`config.mk`:
```
export PLATFORM = sky130hd
export DESIGN_NAME = fgt_regs
export DESIGN_NICKNAME = d
export VERILOG_FILES = /design/src/inc/fgt_pkg.sv /design/src/core/fgt_regs.sv /design/src/core/fgt_fuse_loader.sv
export SDC_FILE = /design/constraint.sdc
export NUM_CORES = 1
export LEC_CHECK = 0
export BUFFER_PORTS_ARGS = -buffer_cell sky130_fd_sc_hd__buf_4
export CAP_MARGIN = 20
export CORE_ASPECT_RATIO = 1.75
export CORE_MARGIN = 2
export CORE_UTILIZATION = 30
export CTS_CLUSTER_DIAMETER = 40
export DETAILED_ROUTE_END_ITERATION = 8
export HOLD_SLACK_MARGIN = 0.08
export SLEW_MARGIN = 5
export SYNTH_ARGS = -nofsm -noshare
export SYNTH_HDL_FRONTEND = slang
export SYNTH_SLANG_ARGS = --single-unit
```
`constraint.sdc`:
```
create_clock -name core_clk -period 5 [get_ports core_clk]
set_input_delay 0.5 -clock core_clk [delete_from_list [all_inputs] [get_ports core_clk]]
set_output_delay 0.5 -clock core_clk [all_outputs]
set_load 0.01 [all_outputs]
```
`src/inc/fgt_pkg.sv`:
```
// Constants, types and helpers for the fine gain trim register bank
//
// Summary of operation
// RULE1: Register at 0x361 holds five-bit fine gain trim for core 1.
// RULE2: Register at 0x362 trims core 2 while it samples its first input.
// RULE3: Register at 0x363 trims core 2 while it samples its second input.
// RULE4: Register at 0x364 trims core 3 while it samples its first input.
// RULE5: Register at 0x365 trims core 3 while it samples its second input.
// RULE6: Register at 0x366 holds five-bit fine gain trim for core 4.
// RULE7: Register at 0x367 holds five-bit fine gain trim for core 5.
// RULE8: Every trim register loads its default from factory fuse storage.
// RULE9: Software keeps reserved bits 7:5 at zero on every write.
// RULE10: Software reads back every register bit as written or fuse-loaded.
package fgt_pkg;

	////////////////////////////////////////////////////////////////////////
	// Widths
	localparam int FGT_ADDR_W    = 12;
	localparam int FGT_DATA_W    = 8;
	localparam int FGT_TRIM_W    = 5;
	localparam int FGT_NUM_REGS  = 7;
	localparam int FGT_IDX_W     = 3;

	// Trim field position
	localparam int FGT_TRIM_LSB  = 0;
	localparam int FGT_TRIM_MSB  = 4;

	////////////////////////////////////////////////////////////////////////
	// Register offsets
	localparam logic [FGT_ADDR_W-1:0] FGT_CORE1_GAIN_TRIM_OFS              = 12'h361;
	localparam logic [FGT_ADDR_W-1:0] FGT_CORE2_FIRST_INPUT_GAIN_TRIM_OFS  = 12'h362;
	localparam logic [FGT_ADDR_W-1:0] FGT_CORE2_SECOND_INPUT_GAIN_TRIM_OFS = 12'h363;
	localparam logic [FGT_ADDR_W-1:0] FGT_CORE3_FIRST_INPUT_GAIN_TRIM_OFS  = 12'h364;
	localparam logic [FGT_ADDR_W-1:0] FGT_CORE3_SECOND_INPUT_GAIN_TRIM_OFS = 12'h365;
	localparam logic [FGT_ADDR_W-1:0] FGT_CORE4_GAIN_TRIM_OFS              = 12'h366;
	localparam logic [FGT_ADDR_W-1:0] FGT_CORE5_GAIN_TRIM_OFS              = 12'h367;

	// Register indices, also fuse word addresses
	localparam logic [FGT_IDX_W-1:0] FGT_IDX_CORE1   = 3'h0;
	localparam logic [FGT_IDX_W-1:0] FGT_IDX_CORE2_A = 3'h1;
	localparam logic [FGT_IDX_W-1:0] FGT_IDX_CORE2_B = 3'h2;
	localparam logic [FGT_IDX_W-1:0] FGT_IDX_CORE3_A = 3'h3;
	localparam logic [FGT_IDX_W-1:0] FGT_IDX_CORE3_B = 3'h4;
	localparam logic [FGT_IDX_W-1:0] FGT_IDX_CORE4   = 3'h5;
	localparam logic [FGT_IDX_W-1:0] FGT_IDX_CORE5   = 3'h6;
	localparam logic [FGT_IDX_W-1:0] FGT_IDX_LAST    = 3'h6;
	localparam logic [FGT_IDX_W-1:0] FGT_IDX_STEP    = 3'h1;

	// Reset values
	localparam logic [FGT_DATA_W-1:0] FGT_REG_RESET  = 8'h00;
	localparam logic [FGT_TRIM_W-1:0] FGT_TRIM_RESET = 5'h00;

	////////////////////////////////////////////////////////////////////////
	// Fuse loader states
	typedef enum logic [1:0] {
		FGT_LD_REQ  = 2'b00,
		FGT_LD_CAPT = 2'b01,
		FGT_LD_DONE = 2'b10
	} fgt_ld_state_type;

	// Register port request
	typedef struct packed {
		logic                  wr;
		logic                  rd;
		logic [FGT_ADDR_W-1:0] addr;
		logic [FGT_DATA_W-1:0] wdata;
	} fgt_bus_req_type;

	// Fuse read request
	typedef struct packed {
		logic                 rd_en;
		logic [FGT_IDX_W-1:0] addr;
	} fgt_fuse_req_type;

	// Loader write into the bank
	typedef struct packed {
		logic                  valid;
		logic [FGT_IDX_W-1:0]  idx;
		logic [FGT_DATA_W-1:0] data;
	} fgt_load_wr_type;

	// Address decode result
	typedef struct packed {
		logic                 hit;
		logic [FGT_IDX_W-1:0] idx;
	} fgt_decode_type;

	////////////////////////////////////////////////////////////////////////
	// Address to register index
	function automatic fgt_decode_type fgt_decode(input logic [FGT_ADDR_W-1:0] addr);
		fgt_decode_type res;
		logic [FGT_ADDR_W-1:0] rel;
		rel     = addr - FGT_CORE1_GAIN_TRIM_OFS;
		res.hit = (addr >= FGT_CORE1_GAIN_TRIM_OFS) && (addr <= FGT_CORE5_GAIN_TRIM_OFS);
		res.idx = rel[FGT_IDX_W-1:0];
		return res;
	endfunction

	// Trim field of a register value
	function automatic logic [FGT_TRIM_W-1:0] fgt_trim(input logic [FGT_DATA_W-1:0] val);
		return val[FGT_TRIM_MSB:FGT_TRIM_LSB];
	endfunction

endpackage

```
`src/core/fgt_regs.sv`:
```
// Fine gain trim register bank with fuse defaults and per-core trim outputs
//
// The plain strobed port was decided locally.
`timescale 1ns/1ps
module fgt_regs
	import fgt_pkg::*;
(
	// Clock and reset
	input  wire logic                  core_clk,
	input  wire logic                  reset_n,
	input  wire logic                  clk_en,
	// Register port
	input  wire fgt_bus_req_type       bus_req,
	output      logic [FGT_DATA_W-1:0] rd_data_q,
	// Fuse storage
	output      fgt_fuse_req_type      fuse_req,
	input  wire logic [FGT_DATA_W-1:0] fuse_rd_data,
	input  wire logic                  fuse_reload,
	output      logic                  fuse_busy_q,
	// Analog input selection for cores 2 and 3
	input  wire logic                  core2_sel_second,
	input  wire logic                  core3_sel_second,
	// Trims to the converter cores
	output      logic [FGT_TRIM_W-1:0] core1_trim_q,
	output      logic [FGT_TRIM_W-1:0] core2_trim_q,
	output      logic [FGT_TRIM_W-1:0] core3_trim_q,
	output      logic [FGT_TRIM_W-1:0] core4_trim_q,
	output      logic [FGT_TRIM_W-1:0] core5_trim_q
);

	////////////////////////////////////////////////////////////////////////
	// Declarations
	logic [FGT_DATA_W-1:0] regs_q [FGT_NUM_REGS];
	fgt_load_wr_type       load_wr;
	fgt_decode_type        wr_dec;
	fgt_decode_type        rd_dec;
	logic                  bus_wr_hit;
	logic                  bus_rd_hit;
	logic                  load_busy;
	logic [FGT_DATA_W-1:0] rd_data_d;

	////////////////////////////////////////////////////////////////////////
	// Fuse loader
	fgt_fuse_loader i_fgt_fuse_loader (
		.core_clk     (core_clk),
		.reset_n      (reset_n),
		.clk_en       (clk_en),
		.reload       (fuse_reload),
		.busy         (load_busy),
		.fuse_req     (fuse_req),
		.fuse_rd_data (fuse_rd_data),
		.load_wr_q    (load_wr)
	);

	////////////////////////////////////////////////////////////////////////
	// Address decode
	always_comb begin
		wr_dec     = fgt_decode(bus_req.addr);
		rd_dec     = fgt_decode(bus_req.addr);
		bus_wr_hit = bus_req.wr && wr_dec.hit;
		bus_rd_hit = bus_req.rd && rd_dec.hit;
	end

	////////////////////////////////////////////////////////////////////////
	// Register storage; a bus write beats a fuse word in the same cycle
	always_ff @(posedge core_clk or negedge reset_n) begin
		if (!reset_n) begin
			for (int i = 0; i < FGT_NUM_REGS; i++) begin
				regs_q[i] <= FGT_REG_RESET;
			end
		end else if (clk_en) begin
			for (int i = 0; i < FGT_NUM_REGS; i++) begin
				if (bus_wr_hit && (wr_dec.idx == FGT_IDX_W'(i))) begin
					regs_q[i] <= bus_req.wdata; // [RULE10]
				end else if (load_wr.valid && (load_wr.idx == FGT_IDX_W'(i))) begin
					regs_q[i] <= load_wr.data; // [RULE8]
				end
			end
		end
	end

	////////////////////////////////////////////////////////////////////////
	// Read path: all eight bits, reserved ones included
	always_comb begin
		rd_data_d = FGT_REG_RESET;
		if (bus_rd_hit) begin
			rd_data_d = regs_q[rd_dec.idx]; // [RULE10]
		end
	end

	// Read data stands only in the cycle after the strobe
	always_ff @(posedge core_clk or negedge reset_n) begin
		if (!reset_n) begin
			rd_data_q <= FGT_REG_RESET;
		end else if (clk_en) begin
			rd_data_q <= rd_data_d;
		end
	end

	////////////////////////////////////////////////////////////////////////
	// Loader status
	always_ff @(posedge core_clk or negedge reset_n) begin
		if (!reset_n) begin
			fuse_busy_q <= 1'b1;
		end else if (clk_en) begin
			fuse_busy_q <= load_busy;
		end
	end

	////////////////////////////////////////////////////////////////////////
	// Core 1 trim
	always_ff @(posedge core_clk or negedge reset_n) begin
		if (!reset_n) begin
			core1_trim_q <= FGT_TRIM_RESET;
		end else if (clk_en) begin
			core1_trim_q <= fgt_trim(regs_q[FGT_IDX_CORE1]); // [RULE1]
		end
	end

	////////////////////////////////////////////////////////////////////////
	// Core 2 trim follows its selected input
	always_ff @(posedge core_clk or negedge reset_n) begin
		if (!reset_n) begin
			core2_trim_q <= FGT_TRIM_RESET;
		end else if (clk_en) begin
			if (core2_sel_second) begin
				core2_trim_q <= fgt_trim(regs_q[FGT_IDX_CORE2_B]); // [RULE3]
			end else begin
				core2_trim_q <= fgt_trim(regs_q[FGT_IDX_CORE2_A]); // [RULE2]
			end
		end
	end

	////////////////////////////////////////////////////////////////////////
	// Core 3 trim follows its selected input
	always_ff @(posedge core_clk or negedge reset_n) begin
		if (!reset_n) begin
			core3_trim_q <= FGT_TRIM_RESET;
		end else if (clk_en) begin
			if (core3_sel_second) begin
				core3_trim_q <= fgt_trim(regs_q[FGT_IDX_CORE3_B]); // [RULE5]
			end else begin
				core3_trim_q <= fgt_trim(regs_q[FGT_IDX_CORE3_A]); // [RULE4]
			end
		end
	end

	////////////////////////////////////////////////////////////////////////
	// Core 4 trim
	always_ff @(posedge core_clk or negedge reset_n) begin
		if (!reset_n) begin
			core4_trim_q <= FGT_TRIM_RESET;
		end else if (clk_en) begin
			core4_trim_q <= fgt_trim(regs_q[FGT_IDX_CORE4]); // [RULE6]
		end
	end

	////////////////////////////////////////////////////////////////////////
	// Core 5 trim
	always_ff @(posedge core_clk or negedge reset_n) begin
		if (!reset_n) begin
			core5_trim_q <= FGT_TRIM_RESET;
		end else if (clk_en) begin
			core5_trim_q <= fgt_trim(regs_q[FGT_IDX_CORE5]); // [RULE7]
		end
	end

endmodule

```
`src/core/fgt_fuse_loader.sv`:
```
// Sequencer that copies factory fuse words into the trim bank
`timescale 1ns/1ps
module fgt_fuse_loader
	import fgt_pkg::*;
(
	// Clock and reset
	input  wire logic                  core_clk,
	input  wire logic                  reset_n,
	input  wire logic                  clk_en,
	// Control
	input  wire logic                  reload,
	output      logic                  busy,
	// Fuse storage
	output      fgt_fuse_req_type      fuse_req,
	input  wire logic [FGT_DATA_W-1:0] fuse_rd_data,
	// Bank write
	output      fgt_load_wr_type       load_wr_q
);

	fgt_ld_state_type      state_q;
	logic [FGT_IDX_W-1:0]  idx_q;

	////////////////////////////////////////////////////////////////////////
	// Sequence: one read, one capture per word
	always_ff @(posedge core_clk or negedge reset_n) begin
		if (!reset_n) begin
			state_q <= FGT_LD_REQ;
			idx_q   <= FGT_IDX_CORE1;
		end else if (clk_en) begin
			unique case (state_q)
				FGT_LD_REQ: begin
					state_q <= FGT_LD_CAPT;
				end
				FGT_LD_CAPT: begin
					if (idx_q == FGT_IDX_LAST) begin
						state_q <= FGT_LD_DONE;
					end else begin
						idx_q   <= idx_q + FGT_IDX_STEP;
						state_q <= FGT_LD_REQ;
					end
				end
				FGT_LD_DONE: begin
					if (reload) begin
						idx_q   <= FGT_IDX_CORE1;
						state_q <= FGT_LD_REQ;
					end
				end
				default: begin
					state_q <= FGT_LD_DONE;
				end
			endcase
		end
	end

	////////////////////////////////////////////////////////////////////////
	// Captured fuse word towards the bank
	always_ff @(posedge core_clk or negedge reset_n) begin
		if (!reset_n) begin
			load_wr_q <= '0;
		end else if (clk_en) begin
			load_wr_q.valid <= (state_q == FGT_LD_CAPT); // [RULE8]
			load_wr_q.idx   <= idx_q;
			load_wr_q.data  <= fuse_rd_data;
		end
	end

	////////////////////////////////////////////////////////////////////////
	// Fuse strobe and status
	always_comb begin
		fuse_req.rd_en = (state_q == FGT_LD_REQ) && clk_en;
		fuse_req.addr  = idx_q;
		busy           = (state_q != FGT_LD_DONE);
	end

endmodule

```
== Yosys cells after proc, flatten, opt, wreduce, memory -nomap -nowiden ==
Cells that the tools add are included.
Word-level totals
  register bits: 107
  input bits: 36
  logic and storage cells: 107
Operators by class
  add/subtract/negate cells: 2
  $lt $le $gt $ge: 3
  equal/unequal tests: 18
  muxes and demuxes: 26
  bitwise gates (word level): 1
  reduce and logical (&&, ||, !) cells: 38
Operators by type and width (count)
  $mux W8: 17
  $bmux W8 S3: 1
  $eq A3 B3 Y1 const B: 7
  $logic_and A1 B1 Y1: 18
  $reduce_and A2 Y1: 8
  $reduce_bool A2 Y1: 8
  $eq A3 B2 Y1 const B: 4
  $ge A12 B10 Y1 const B: 1
  $le A12 B10 Y1 const B: 1
  $mux W5: 2
  $eq A3 B1 Y1 const B: 2
  $logic_not A3 Y1: 2
  $mux W3: 2
  $ne A2 B2 Y1 const B: 3
  $pmux W2 S3: 1
  $pmux W3 S2: 1
  $ge A4 B4 Y1 const B: 1
  $mux W2: 2
  $not A3 Y4: 1
  $reduce_and A4 Y1: 1
  $add A3 B1 Y3 const B: 1
  $sub A3 B1 Y3 const B: 1
  $eq A2 B1 Y1 const B: 1
  $eq A2 B2 Y1 const B: 1
  $logic_not A2 Y1: 1

== Longest topological paths before layout ==
  depth after elaboration: 6
  gate-level depth with buffers: 11
  depth with buffers taken out: 7

== By module ==
Synthesis repeated with hierarchy kept, for this count alone.
Second synthesis, totals
  cell total of the unflattened synthesis: 522
  area total of the unflattened synthesis: 5599.1 µm²
By module, submodules not included
  fgt_regs: instances 1, cells an instance 469, area an instance 4869.7 µm², sequential area each 2253.4 µm²
  fgt_fuse_loader: instances 1, cells an instance 53, area an instance 729.4 µm², sequential area each 425.4 µm²

== Worst setup path before layout ==
OpenSTA, ideal clock, no wires.
  path type: input-to-reg
  from: in bus_req[8] (netlist bit)
  to: reg regs_q[48] (netlist bit)
  setup time: 65 ps
  arrival: 3139 ps
  slack: 1796 ps
  stages on the path: 8
  cell sequence: clkbuf_1 -> buf_1 -> inv_1 -> ha_1 -> ha_1 -> or4_1 -> o32ai_4 -> o221a_2
On the way
  word-level cells in the longest chain between the ends: 6
  elaborated cells between the ends (all ways): 10
  those cells by class: add/sub: 1; order compare: 2; mux: 1; reduce/logical: 6
Ends and longest elaborated chain
  start: declaration: RTL line fgt_regs.sv:13  | input wire fgt_bus_req_type bus_req,
  $ge A12 B10 Y1 / $le A12 B10 Y1 (equally long branches): RTL line fgt_pkg.sv:94  | res.hit = (addr >= FGT_CORE1_GAIN_TRIM_OFS) && (addr <= FGT_CORE5_GAIN_TRIM_OFS);
  $logic_and A1 B1 Y1: RTL line fgt_pkg.sv:94
  $logic_and A1 B1 Y1: RTL line fgt_regs.sv:60  | bus_wr_hit = bus_req.wr && wr_dec.hit;
  $logic_and A1 B1 Y1 *: RTL line fgt_regs.sv:73  | if (bus_wr_hit && (wr_dec.idx == FGT_IDX_W'(i))) begin
  $reduce_bool A2 Y1 (no source line)
  $reduce_and A2 Y1 (no source line)
  end signal: indexed assignment: RTL line fgt_regs.sv:74  | regs_q[i] <= bus_req.wdata;
  end signal: indexed assignment: RTL line fgt_regs.sv:76  | regs_q[i] <= load_wr.data;
  end: declaration: RTL line fgt_regs.sv:33  | logic [FGT_DATA_W-1:0] regs_q [FGT_NUM_REGS];
Mark *: on every way between the ends. The rest lies on a longest branch, timed or not.
A chain may end at the register's enable or synchronous reset.

== Worst setup path after layout ==
  from: in bus_req[8] (netlist bit)
  to: reg regs_q[6] (netlist bit)
The elaborated chain is that of the path after synthesis.

==> flow_summary.yaml <==
power_and_ir_drop:
  max-vdd-ir-drop_uv: 151
  cellLeakagePower_nw: 2.84
  power.density_cell_area_mw_per_mm2: 373
place:
  placed_area_mm2: 0.00664
  detailedPlace.worstSlack_ns: 1.36
  finalWeightedCongestion: 0.930
  hpwlAfterDp_um: 14500
  numPortBuffers: 73
grt:
  grt_pass1_vias: 5011
  wire_length_of_the_first_global_routing_pass_um: 29300
  overflow: 0
  antenna_found_initial: 0
  grt_max_degree: 65
  grt.total_usage_pct: 18.7
sta:
  timing.final.ws_setup_ns: 1.68
  maxSlewViolCount: 0
  max_freq_ghz: 0.301
  worst_slew_pin_slew_ns: 1.13
  fin_skew_ns: 0.00925
  setup-violations-final: 0
  max-slew-margin-rel_pct: 25.0
  hold_viol: 0
  layout_worst_path_cycle_share_pct: 66.3
  grt_setup_unrepaired: "no"
  total_negative_slack_ns: 0
  minimum_clock_period_ns: 3.32
detailed_routing:
  detail_route.wirelength_um: 18900
  drtAntennaViolNets: 0
  dr.pass1.iters: 5
  wl_per_cell_um: 22.5
  via_count: 4843
  drt_drc_violations_left: 0
  drt_iter0_markers: 350
  vias_cell: 5.78
finish:
  layout-drive-gt1-share_pct: 29.5
  final_core_util_pct: 35.5
  post_route_standard_cell_area_excluding_fillers_mm2: 0.00695
  antenna_cells: 0
  num-nets-final: 632
  n_fill_cell: 1952
  most_common_library_cell_in_the_layout_ignoring_fill_and_taps: "sky130_fd_sc_hd__dfrtp_1"
  layout.cells.most_common_list: "sky130_fd_sc_hd__dfrtp_1, sky130_fd_sc_hd__buf_4, sky130_fd_sc_hd__nor2_1"
  area.growth.synth_to_final_pct: 17.1
logic_synthesis:
  synth_cells: 545
  avgSynthCellArea_um2: 10.9
  ys_flop_type: "sky130_fd_sc_hd__dfrtp_1"
  mappedNetlistArea_mm2: 0.00593
  synth_nets: 589
  synth-warning-count: 0
  synth-edff-count: 0
  synth.yosys.seq_area_share_pct: 45.2
  async_flop_share_pct: 100
  synth_cell_type_count: 50
  register_bit_total_from_synthesis: 107
clocking:
  post_cts.repair.setup_buffers: 0
  path_clk_slew_ns: 0.07
  cts.path.max_buffers: 2
  number_of_clock_buffers_inserted_by_tritoncts: 9
  htree_levels: 3
  clkSinkCount: 107
  cts_resized: 0
  cts_hold_buffers: 0
  cts_root_buf: "sky130_fd_sc_hd__clkbuf_16"
  clock_insertion_delay_worst_skew_ns: 0.35
  tritoncts_clock_tree: "built"
worst_setup_path:
  timing.critical_path.arrival_ns: 3.55
  minimum_setup_slack_among_reg_to_reg_paths_ns: 2.96
  timing.critical_path.to_type: "flip-flop"
  critical_path.max_fanout: 25
  worst_ep_required_time_ns: 5.24
  crit_path_start_kind: "input pin"
  crit_type: "input pin to flip-flop"
die:
  initial_core_util_pct: 30.3
  design.core.area_mm2: 0.0196
  die_w_um: 110
  core.rowCount: 68
  die_area_mm2: 0.0210
  floorplan.io_pins: 74
  die_h_um: 190
outcome:
  outcome: "finished clean"
hold_path:
  worstHoldPathType: "input pin to asynchronous set/reset pin"
job:
  maxCapViolations: 0
metrics by stage:
stage | cells | hold WS, ns | power (mW)
6_report | 838 | 0.242 | 2.59
5_1_grt | 838 | 0.304 | 2.73
4_1_cts | 838 | 0.282 | 2.61
3_5_place_dp | 822 | 0.481 | 1.88
3_3_place_gp | 822 | 0.493 | 1.86
2_1_floorplan | 545 | 0.204 | 1.59
final timing paths:
check,cells after the start,end,startpoint
setup / recovery,7,regs_q[6]$_DFFE_PN0P_,bus_req[8]
hold / removal,1,core2_trim_q[4]$_DFFE_PN0P_,reset_n
setup reg to reg,3,regs_q[47]$_DFFE_PN0P_,i_fgt_fuse_loader.load_wr_q[9]$_DFFE_PN0P_
hold reg to reg,1,rd_data_q[6]$_DFFE_PN0P_,rd_data_q[6]$_DFFE_PN0P_
max in group asynchronous,2,regs_q[45]$_DFFE_PN0P_,reset_n
min in group core_clk,2,i_fgt_fuse_loader.load_wr_q[5]$_DFFE_PN0P_,fuse_rd_data[5]
synthesized netlist by cell type (5+ instances only):
library cell                count  area (µm²)
sky130_fd_sc_hd__mux2_2        31         349
sky130_fd_sc_hd__buf_2          5        25.0
sky130_fd_sc_hd__a22oi_1        8        60.1
sky130_fd_sc_hd__ha_1           8         100
sky130_fd_sc_hd__a311oi_1      17         149
sky130_fd_sc_hd__inv_1         30         113
sky130_fd_sc_hd__nor2_1        51         191
sky130_fd_sc_hd__nand2b_1      13        81.3
sky130_fd_sc_hd__o2bb2ai_1      9        78.8
sky130_fd_sc_hd__mux2i_1       13         130
sky130_fd_sc_hd__a21oi_1       11        55.1
sky130_fd_sc_hd__dfrtp_1      106        2650
sky130_fd_sc_hd__clkbuf_1      24        90.1
sky130_fd_sc_hd__nand2_1       23        86.3
sky130_fd_sc_hd__mux4_2         8         180
sky130_fd_sc_hd__o221a_2       29         327
sky130_fd_sc_hd__a221o_1        5        50.1
sky130_fd_sc_hd__nand3_1       16        80.1
sky130_fd_sc_hd__nor4_1         9        56.3
sky130_fd_sc_hd__o31ai_1       33         248
sky130_fd_sc_hd__buf_1         16        60.1
sky130_fd_sc_hd__a221oi_1      14         123
sky130_fd_sc_hd__a211o_1        8        70.1
sky130_fd_sc_hd__o21ai_0        8        40.0
worst max-delay path, stage by stage:
cell and delay (ns):
sky130_fd_sc_hd__buf_4 0.24, sky130_fd_sc_hd__inv_1 0.19, sky130_fd_sc_hd__ha_1 0.27, sky130_fd_sc_hd__ha_1 0.92
sky130_fd_sc_hd__and2_1 0.63, sky130_fd_sc_hd__nand3_1 0.41, sky130_fd_sc_hd__o221a_2 0.38
power by group:
group	switching (mW)	internal (mW)	leakage [nW]	total, mW
clock	0.339	0.398	0.149	0.737
sequential	0.174	1.05	1.20	1.22
combinational	0.292	0.340	1.50	0.631
metal layers:
layer	part of all wire, %	GRT usage [%]
met1	36	20.5
met2	56	34.3
met3	4.4	2.71
met5	0	0
met4	4.4	8.70
flip-flops by register name, summed over array words and instances, names as in the netlist:
| signal | cells |
|---|---|
| regs_q | 56 |
| i_fgt_fuse_loader.state_q | 2 |
| core2_trim_q | 5 |
| core3_trim_q | 5 |
| core1_trim_q | 5 |
| rd_data_q | 8 |
| core5_trim_q | 5 |
| i_fgt_fuse_loader.idx_q | 3 |
| i_fgt_fuse_loader.load_wr_q | 12 |
| core4_trim_q | 5 |
| fuse_busy_q | 1 |
layout make-up:
class                           instances  area [µm²]  share of cell area [%]
Clock inverter                          7        83.8                    1.21
Inverter                               32         120                    1.73
Clock buffer                            9         225                    3.24
Multi-Input combinational cell        360        2950                    42.4
Timing Repair Buffer                   78         586                    8.43
Tap cell                              245         307                    4.41
Sequential cell                       107        2680                    38.6
logic make-up (layout without fill, tap and decap cells):
kind of cell    after synthesis  count (layout)  synth area share, %
compound gates              162             162                 24.6
simple gates                138             138                 12.3
flops                       107             107                 45.2
buf+inv                      78             126                 5.17
mux                          52              52                 11.1
fa+ha+maj                     8               8                 1.69
Power figures use the tool's default switching activity.
